`src/logic/iosr_pkg.sv`:
```
/*
  Constants for the I/O space access block: address windows, the
  placement of the block's own registers and their reset values.
  Assumes an 8-bit core with a 16-bit data-space address.
*/
package iosr_pkg;
  // ----------------------------------------------------------------
  // Address windows
  // ----------------------------------------------------------------
  localparam logic [15:0] DS_IO_OFFSET = 16'h0020;
  localparam logic [15:0] DS_IO_LAST = 16'h00FF;
  localparam logic [15:0] DS_EXT_FIRST = 16'h0060;
  localparam logic [7:0] BIT_IO_LAST = 8'h1F;
  localparam logic [7:0] PORT_IO_LAST = 8'h3F;
  // ----------------------------------------------------------------
  // I/O index of the block's own registers
  // ----------------------------------------------------------------
  localparam logic [7:0] IDX_FLAGS = 8'h1D;
  localparam logic [7:0] IDX_GP0 = 8'h1E;
  localparam logic [7:0] IDX_GP1 = 8'h2A;
  localparam logic [7:0] IDX_GP2 = 8'h2B;
  localparam int GP_COUNT = 3;
  // ----------------------------------------------------------------
  // Reset values
  // ----------------------------------------------------------------
  localparam logic [7:0] GP_RESET = 8'h00;
  localparam logic [7:0] FLAG_RESET = 8'h00;
endpackage

```
`src/logic/iosr_gp_store.sv`:
```
/*
  The three general purpose storage registers.
  Assumes one write at most per cycle, already decoded by the caller.
*/
module iosr_gp_store
  import iosr_pkg::*;
(
  // Clock and reset
  input wire logic clk_sys,
  input wire logic rst,
  // Write request
  input wire logic wr,
  input wire logic [1:0] sel,
  input wire logic [7:0] wdata,
  input wire logic [7:0] wmask,
  // Stored values
  output logic [GP_COUNT-1:0][7:0] store_q
);
  typedef struct packed {
    logic [GP_COUNT-1:0][7:0] store;
  } iosr_gp_state_type;

  iosr_gp_state_type s_q;
  iosr_gp_state_type s_d;

  always_comb begin
    s_d = s_q;
    for (int i = 0; i < GP_COUNT; i++) begin
      // Masked write: a bit operation touches only its own bit
      if (wr && (sel == 2'(i))) begin
        s_d.store[i] = (s_q.store[i] & ~wmask) | (wdata & wmask);
      end
    end
  end

  always_ff @(posedge clk_sys or posedge rst) begin
    if (rst) begin
      s_q <= '{store: {GP_COUNT{GP_RESET}}};
    end else begin
      s_q <= s_d;
    end
  end

  assign store_q = s_q.store;
endmodule // iosr_gp_store

```
`src/logic/iosr_io_space.sv`:
```
/*
  I/O space access unit: decodes the core's data-space, port-mapped
  and single-bit accesses into one I/O index, serves the storage and
  flag registers itself and forwards the rest to the peripherals.
  Assumes the core issues at most one access per cycle and that
  peripherals answer per_rdata in the cycle per_rd_q is high.
*/
module iosr_io_space
  import iosr_pkg::*;
(
  // Clock and reset
  input wire logic clk_sys,
  input wire logic rst,
  // Data-space load and store
  input wire logic [15:0] ds_addr,
  input wire logic ds_rd,
  input wire logic ds_wr,
  input wire logic [7:0] ds_wdata,
  // Port-mapped read and write
  input wire logic [5:0] io_addr,
  input wire logic io_rd,
  input wire logic io_wr,
  input wire logic [7:0] io_wdata,
  // Single-bit operations
  input wire logic [4:0] bit_addr,
  input wire logic [2:0] bit_num,
  input wire logic bit_set,
  input wire logic bit_clr,
  input wire logic bit_skip_set,
  input wire logic bit_skip_clr,
  // Answer to the core
  output logic [7:0] rdata_q,
  output logic rvalid_q,
  output logic skip_q,
  // Peripheral side
  output logic [7:0] per_idx_q,
  output logic per_rd_q,
  output logic per_wr_q,
  output logic [7:0] per_wdata_q,
  output logic [7:0] per_wmask_q,
  input wire logic [7:0] per_rdata,
  // Status flags owned by this block
  input wire logic [7:0] flag_evt,
  output logic [7:0] flags_q
);
  typedef struct packed {
    logic [7:0] per_idx;
    logic per_rd;
    logic per_wr;
    logic [7:0] per_wdata;
    logic [7:0] per_wmask;
    logic p_rd;
    logic p_local;
    logic [7:0] p_lval;
    logic p_test;
    logic p_pol;
    logic [2:0] p_bit;
    logic [7:0] rdata;
    logic rvalid;
    logic skip;
    logic [7:0] flags;
  } iosr_state_type;

  iosr_state_type s_q;
  iosr_state_type s_d;
  logic [GP_COUNT-1:0][7:0] gp_q;
  logic gp_wr;
  logic [1:0] gp_sel;
  logic acc_rd;
  logic acc_wr;
  logic acc_test;
  logic acc_pol;
  logic [7:0] acc_idx;
  logic [7:0] acc_wdata;
  logic [7:0] acc_mask;
  logic [7:0] lval;
  logic is_local;
  logic [15:0] ds_rel;
  logic [7:0] rval;

  // ----------------------------------------------------------------
  // Access decode
  // ----------------------------------------------------------------
  // Data space wins over port and bit requests if the core ever
  // overlaps them; it never should.
  always_comb begin
    acc_rd = 1'b0;
    acc_wr = 1'b0;
    acc_test = 1'b0;
    acc_pol = 1'b0;
    acc_idx = 8'h00;
    acc_wdata = 8'h00;
    acc_mask = 8'hFF;
    // Wraps below the offset; the window test keeps that harmless
    ds_rel = ds_addr - DS_IO_OFFSET;
    if (ds_rd || ds_wr) begin
      // Below the offset lie the working registers, not ours
      if ((ds_addr >= DS_IO_OFFSET) && (ds_addr <= DS_IO_LAST)) begin
        acc_rd = ds_rd;
        acc_wr = ds_wr;
        acc_idx = ds_rel[7:0];
        acc_wdata = ds_wdata;
      end
    end else if (io_rd || io_wr) begin
      // Six address bits cannot reach the extended region
      acc_rd = io_rd;
      acc_wr = io_wr;
      acc_idx = {2'b00, io_addr};
      acc_wdata = io_wdata;
    end else if (bit_set || bit_clr || bit_skip_set || bit_skip_clr) begin
      acc_idx = {3'b000, bit_addr};
      acc_mask = 8'h01 << bit_num;
      acc_wdata = bit_set ? acc_mask : 8'h00;
      acc_wr = bit_set || bit_clr;
      acc_rd = bit_skip_set || bit_skip_clr;
      acc_test = acc_rd;
      acc_pol = bit_skip_set;
    end
  end

  // ----------------------------------------------------------------
  // Local registers
  // ----------------------------------------------------------------
  always_comb begin
    is_local = 1'b1;
    gp_sel = 2'd0;
    lval = 8'h00;
    case (acc_idx)
      IDX_GP0: begin
        gp_sel = 2'd0;
        lval = gp_q[0];
      end
      IDX_GP1: begin
        gp_sel = 2'd1;
        lval = gp_q[1];
      end
      IDX_GP2: begin
        gp_sel = 2'd2;
        lval = gp_q[2];
      end
      IDX_FLAGS: lval = s_q.flags;
      default: is_local = 1'b0;
    endcase
  end

  // The flag register is local but never reaches the storage write port
  assign gp_wr = acc_wr && is_local && (acc_idx != IDX_FLAGS);

  iosr_gp_store u_gp (
    .clk_sys(clk_sys),
    .rst(rst),
    .wr(gp_wr),
    .sel(gp_sel),
    .wdata(acc_wdata),
    .wmask(acc_mask),
    .store_q(gp_q)
  );

  // ----------------------------------------------------------------
  // Next state
  // ----------------------------------------------------------------
  // Local read data is captured at the taking edge, so a write in the
  // same cycle shows only on a later read
  assign rval = s_q.p_local ? s_q.p_lval : per_rdata;

  always_comb begin
    s_d = s_q;
    // Forward non-local accesses with the lane mask so a peripheral
    // can keep its other bits, including one-to-clear flags
    s_d.per_rd = acc_rd && !is_local;
    s_d.per_wr = acc_wr && !is_local;
    s_d.per_idx = acc_idx;
    s_d.per_wdata = acc_wdata;
    s_d.per_wmask = acc_mask;
    s_d.p_rd = acc_rd;
    s_d.p_local = is_local;
    s_d.p_lval = lval;
    s_d.p_test = acc_test;
    s_d.p_pol = acc_pol;
    s_d.p_bit = bit_num;
    s_d.rvalid = s_q.p_rd;
    s_d.rdata = s_q.p_rd ? rval : s_q.rdata;
    // Skip uses the same captured byte as the read answer
    s_d.skip = s_q.p_test && (rval[s_q.p_bit] == s_q.p_pol);
    // A new event wins over a clear in the same cycle
    s_d.flags = s_q.flags | flag_evt;
    if (acc_wr && (acc_idx == IDX_FLAGS)) begin
      s_d.flags = (s_q.flags & ~(acc_wdata & acc_mask)) | flag_evt;
    end
  end

  always_ff @(posedge clk_sys or posedge rst) begin
    if (rst) begin
      s_q <= '0;
      // Flags reset apart so their reset value may differ from the rest
      s_q.flags <= FLAG_RESET;
    end else begin
      s_q <= s_d;
    end
  end

  assign rdata_q = s_q.rdata;
  assign rvalid_q = s_q.rvalid;
  assign skip_q = s_q.skip;
  assign per_idx_q = s_q.per_idx;
  assign per_rd_q = s_q.per_rd;
  assign per_wr_q = s_q.per_wr;
  assign per_wdata_q = s_q.per_wdata;
  assign per_wmask_q = s_q.per_wmask;
  assign flags_q = s_q.flags;
endmodule // iosr_io_space

```
`config.mk`:
```
export PLATFORM = sky130hd
export DESIGN_NAME = iosr_io_space
export DESIGN_NICKNAME = d
export VERILOG_FILES = /design/src/logic/iosr_pkg.sv /design/src/logic/iosr_gp_store.sv /design/src/logic/iosr_io_space.sv
export SDC_FILE = /design/constraint.sdc
export NUM_CORES = 1
export LEC_CHECK = 0
export BUFFER_PORTS_ARGS = -buffer_cell sky130_fd_sc_hd__buf_4
export CAP_MARGIN = 15
export CORE_MARGIN = 1
export CORE_UTILIZATION = 30
export DETAILED_ROUTE_END_ITERATION = 16
export GPL_TIMING_DRIVEN = 1
export PLACE_DENSITY = 0.53
export SETUP_SLACK_MARGIN = 0.02
export SLEW_MARGIN = 20
export SYNTH_ARGS = -nofsm -noshare
export SYNTH_HDL_FRONTEND = slang
export SYNTH_SLANG_ARGS = --single-unit
```
`constraint.sdc`:
```
create_clock -name clk_sys -period 3.2 [get_ports clk_sys]
set_clock_uncertainty 0.05 [all_clocks]
set_input_delay 0.16 -clock clk_sys [delete_from_list [all_inputs] [get_ports clk_sys]]
set_output_delay 0.16 -clock clk_sys [all_outputs]
set_load 0.01 [all_outputs]
```
Word level (Yosys, flattened, before mapping)
Index checks and enable logic that the tools add are counted.
Cells by class
  multiplexer cells: 32
  order comparisons: 3
  $add $sub $neg: 1
  eq/ne operators: 8
  shift operators: 1
  reduce and logical (&&, ||, !) cells: 19
  bitwise operators: 12
Operator list (count)
  2-to-1 mux 8 bit: 12
  AND 8 bit: 5
  OR 8 bit: 5
  case mux 8 bit (4 select lines): 1
  equality test 8 x 5 -> 1 bit (second input constant): 2
  equality test 8 x 6 -> 1 bit (second input constant): 2
  greater-or-equal comparator 16 x 6 -> 1 bit (second input constant): 1
  less-or-equal comparator 16 x 8 -> 1 bit (second input constant): 1
  NOT 8 bit: 2
  2-to-1 mux 1 bit: 15
  logical AND 1 bit: 10
  inequality test 8 x 5 -> 1 bit (second input constant): 1
  << shifter 1 x 3 -> 8 bit (first input constant): 1
  subtractor 8 x 6 -> 8 bit (second input constant): 1
  logical OR 1 bit: 6
  2-to-1 mux 6 bit: 1
  2-to-1 mux 5 bit: 1
  < comparator 3 x 4 -> 1 bit (second input constant): 1
  case mux 2 bit (2 select lines): 1
  OR reduction 4 bit: 1
  binary-select mux 1 bit (select 3 bit): 1
  equality test 2 x 1 -> 1 bit (second input constant): 1
  equality test 2 bit (second input constant): 1
  logical NOT 2 bit: 1
  2 further kinds: 2
Word-level totals
  logic and storage cells: 94
  output and inout bits: 44
  bits of input ports: 72
  register bits: 83

Depth between registers and ports, before layout
  word-level depth: 12
  gate-level depth with buffers: 10
  depth with buffers taken out: 8

Cells and area by module
From an unflattened synthesis, not the netlist that was laid out.
Second synthesis, totals
  cell total of the unflattened synthesis: 392
  area, all modules: 4344.2 µm²
Modules (own cells, without submodules)
  iosr_io_space: times used 1, seq. area each 1476.4 µm², area each 3181.8 µm², cells each 313
  iosr_gp_store: times used 1, seq. area each 600.6 µm², area each 1162.4 µm², cells each 79

Least setup slack after synthesis
OpenSTA, ideal clock, no wires.
  path type: flip-flop to flip-flop
  from: reg s_q[31] (netlist bit)
  to: reg s_q, in the netlist skip_q
  clock period less this slack: 2.328 ns
  buffers on the path: 1
  stages on the path, launching flop included: 6
  setup slack: 0.872 ns
  arrival: 2.159 ns
  path through: dfrtp_1 buf_1 mux4_2 mux4_2 xnor2_1 and2_1
RTL lines
  start: declaration: line iosr_io_space.sv:64  | iosr_state_type s_q;

==> results.md <==
* FILL cells at 1,401
* Vias per std cell at 4.91
* First-pass GRT wire length at 18,300 um
* Port bufs at 115
* IO Pins at 116
* Most frequent cells in the layout: buf_4, dfrtp_1, nand2_1
* Final hold viol count at 0
* Nets@finish at 555
* # setup viols final at 0
* CTS sink count at 83
* GRT Util Overall at 0.167
* Slew headroom at 0.355
* RSZ-0062 raised after global routing: false
* Async SR Flop Fraction at 1.00
* Switching pwr at 0.000593 W
* Clock Path Buffers at 2
* Power Internal at 0.00186 W
* Most used DFF post-synth: dfrtp_1
* CP Max Fanout at 26
* Drt first pass iters at 4
* EDFF count, synth at 0
* FF/Latch Area at 2080 um^2
* Final WS setup at 639 ps
* Die area at 14,700 um^2
* Final core utilization at 0.392
* Seq pwr share at 0.448
* Reg clk slew, reported paths at 70 ps
* Yosys reg bits at 83
* DRT iter0 DRCs at 158
* FMAX at 0.390 GHz
* Switching Share at 0.242
* Max VDD drop at 229 uV
* Post-route ant nets at 0
* Overflow left after global routing at 0
* Multi-input gate area at 1760 um^2
* Final HPWL from detailed placement at 8960 um
* Slew @ Worst Pin at 965 ps
* Share of post-route cells with drive strength above 1 at 0.368
* Die Y at 121 um
* Total power per unit cell area at 451 nW/um^2
* Worst setup path class: input port to flip-flop
* Clock root buffer master: clkbuf_16
* Critical Path Source Type: input port
* Diode count at 0
* Hold Worst Slack at 16.9 ps
* Area of the core at 13,900 um^2
* Row Count at 43
* Area Growth Syn to Fin at 27.7%
* Wire per inst at 17.4 um
* Final WL at 11,600 um
* Crit path DAT at 2740 ps
* # H-tree levels at 3
* Post-Syn Nets at 471
* Clock Power Share at 0.423
* Number of global-route vias before repair at 3,297
* Worst slack, placed at 303 ps
* Final period util at 0.800
* Initial antenna violation count at 0
* Fin. max-slew vios at 0
* Most common cell after layout, fill and taps aside: buf_4
* Cell area after synthesis at 4260 um^2
* Hold/Removal Path Class: input port to flip-flop
* Chip Width at 121 um
* Comb pwr share at 0.129
* Total of max-cap violations at 0
* Post-Syn Instances at 398
* CP Capture Type: flip-flop
* Status: complete, no violations
* Syn_area_per_cell at 10.7 um^2
* Initial Util at 0.307
* Netlist cell types at 46
* Setup_tns at 0 ps
* TritonCTS clock tree: done
* Data required, critical path at 3380 ps
* Synth Warn # at 0
* Post_cts resized at 0
* Tot Pwr at 0.00245 W
* Worst-Skew Late Latency at 340 ps
* Cts bufs inserted at 9
* Largest net degree at the start of global routing at 38
* DR DRC count at 0
* GPL Wtd Cong at 0.877
* Register area share after synthesis at 0.488
* LEAKAGE at 2.50 nW
* Setup repair bufs after CTS at 0
* Via count at 3,268
* Minimum clock period after layout at 2560 ps
==> power by group through the flow <==
stage	Combinational [W]	Clock (W)	Sequential, W
finish	0.000316	0.00104	0.00110
global route	0.000347	0.00110	0.00110
CTS	0.000319	0.00107	0.00110
detailed placement	0.000305	0	0.00112
global placement	0.000307	0	0.00112
floorplan	0.000178	0	0.00111
==> routing by layer <==
layer  part of all wire  routed length, um  track usage
met2               0.47               5450        0.262
met5                  0                  0            0
met4              0.026                301       0.0841
met1               0.45               5250        0.224
met3              0.052                603       0.0273
==> cells by family (layout without fill, tap and decap cells) <==
logic type	after synthesis	after routing	synth area share
buf+inv	69	157	0.0987
fa+ha+maj	1	1	0.00294
compound gates	81	81	0.129
mux	44	44	0.125
simple gates	118	118	0.153
flops	83	83	0.488
xor+xnor	2	2	0.00411
==> stage by stage <==
step,instance area [um^2],std cells
4_1_cts,5440,666
2_1_floorplan,4260,398
5_1_grt,5440,666
6_report,5440,666
3_5_place_dp,5010,638
3_3_place_gp,5010,638
==> cell usage after synthesis, drive strengths merged (7+ instances only) <==
cell / count / area, um^2
o21ai: 7 / 35.0
inv: 7 / 26.3
clkbuf: 13 / 48.8
nand4: 10 / 68.8
nand2: 33 / 126
mux2i: 16 / 160
a21o: 17 / 128
dfrtp: 83 / 2080
nand3: 11 / 55.1
a22oi: 9 / 67.6
buf: 49 / 345
nor3: 13 / 87.6
a21oi: 18 / 90.1
mux2: 23 / 259
nor2: 20 / 82.6
o22ai: 8 / 50.1
nand4b: 8 / 70.1
==> worst max-delay path, stage by stage <==
cell and delay [ps]:
buf_4 140, nor2_1 690, nand3_1 200, a221oi_1 360, o211ai_2 450, nor3_1 370, mux2_2 370
==> worst paths after layout <==
| check | startpoint | endpoint | cells after the start | slack (ps) |
|---|---|---|---|---|
| worst max-delay path | io_wr | flip-flop | 7 | 640 |
| worst min-delay path | ds_addr[2] | per_idx_q[2] | 2 | 20 |
| worst max register to register | s_q[31] | skip_q | 4 | 930 |
| worst min register to register | s_q[22] | skip_q | 1 | 400 |
| max in group asynchronous | rst | per_idx_q[7] | 4 | 2010 |
| min in group asynchronous | rst | asynchronous set/reset pin | 3 | 300 |
==> area by class of cell <==
type | count | share of cell area
flip-flops and latches | 83 | 0.382
well taps | 180 | 0.0414
clock inverters | 5 | 0.0115
multi-input cells | 246 | 0.324
repair buffers | 135 | 0.192
clock buffers | 10 | 0.0439
inverters | 7 | 0.00506
==> repair_timing <==
item | CTS | global route
hold buffers | 13 | 0
hold endpoints to repair | 33 | 0
endpoints found under the setup margin | 0 | 0
No activity file was read; power rests on OpenSTA's default activity.
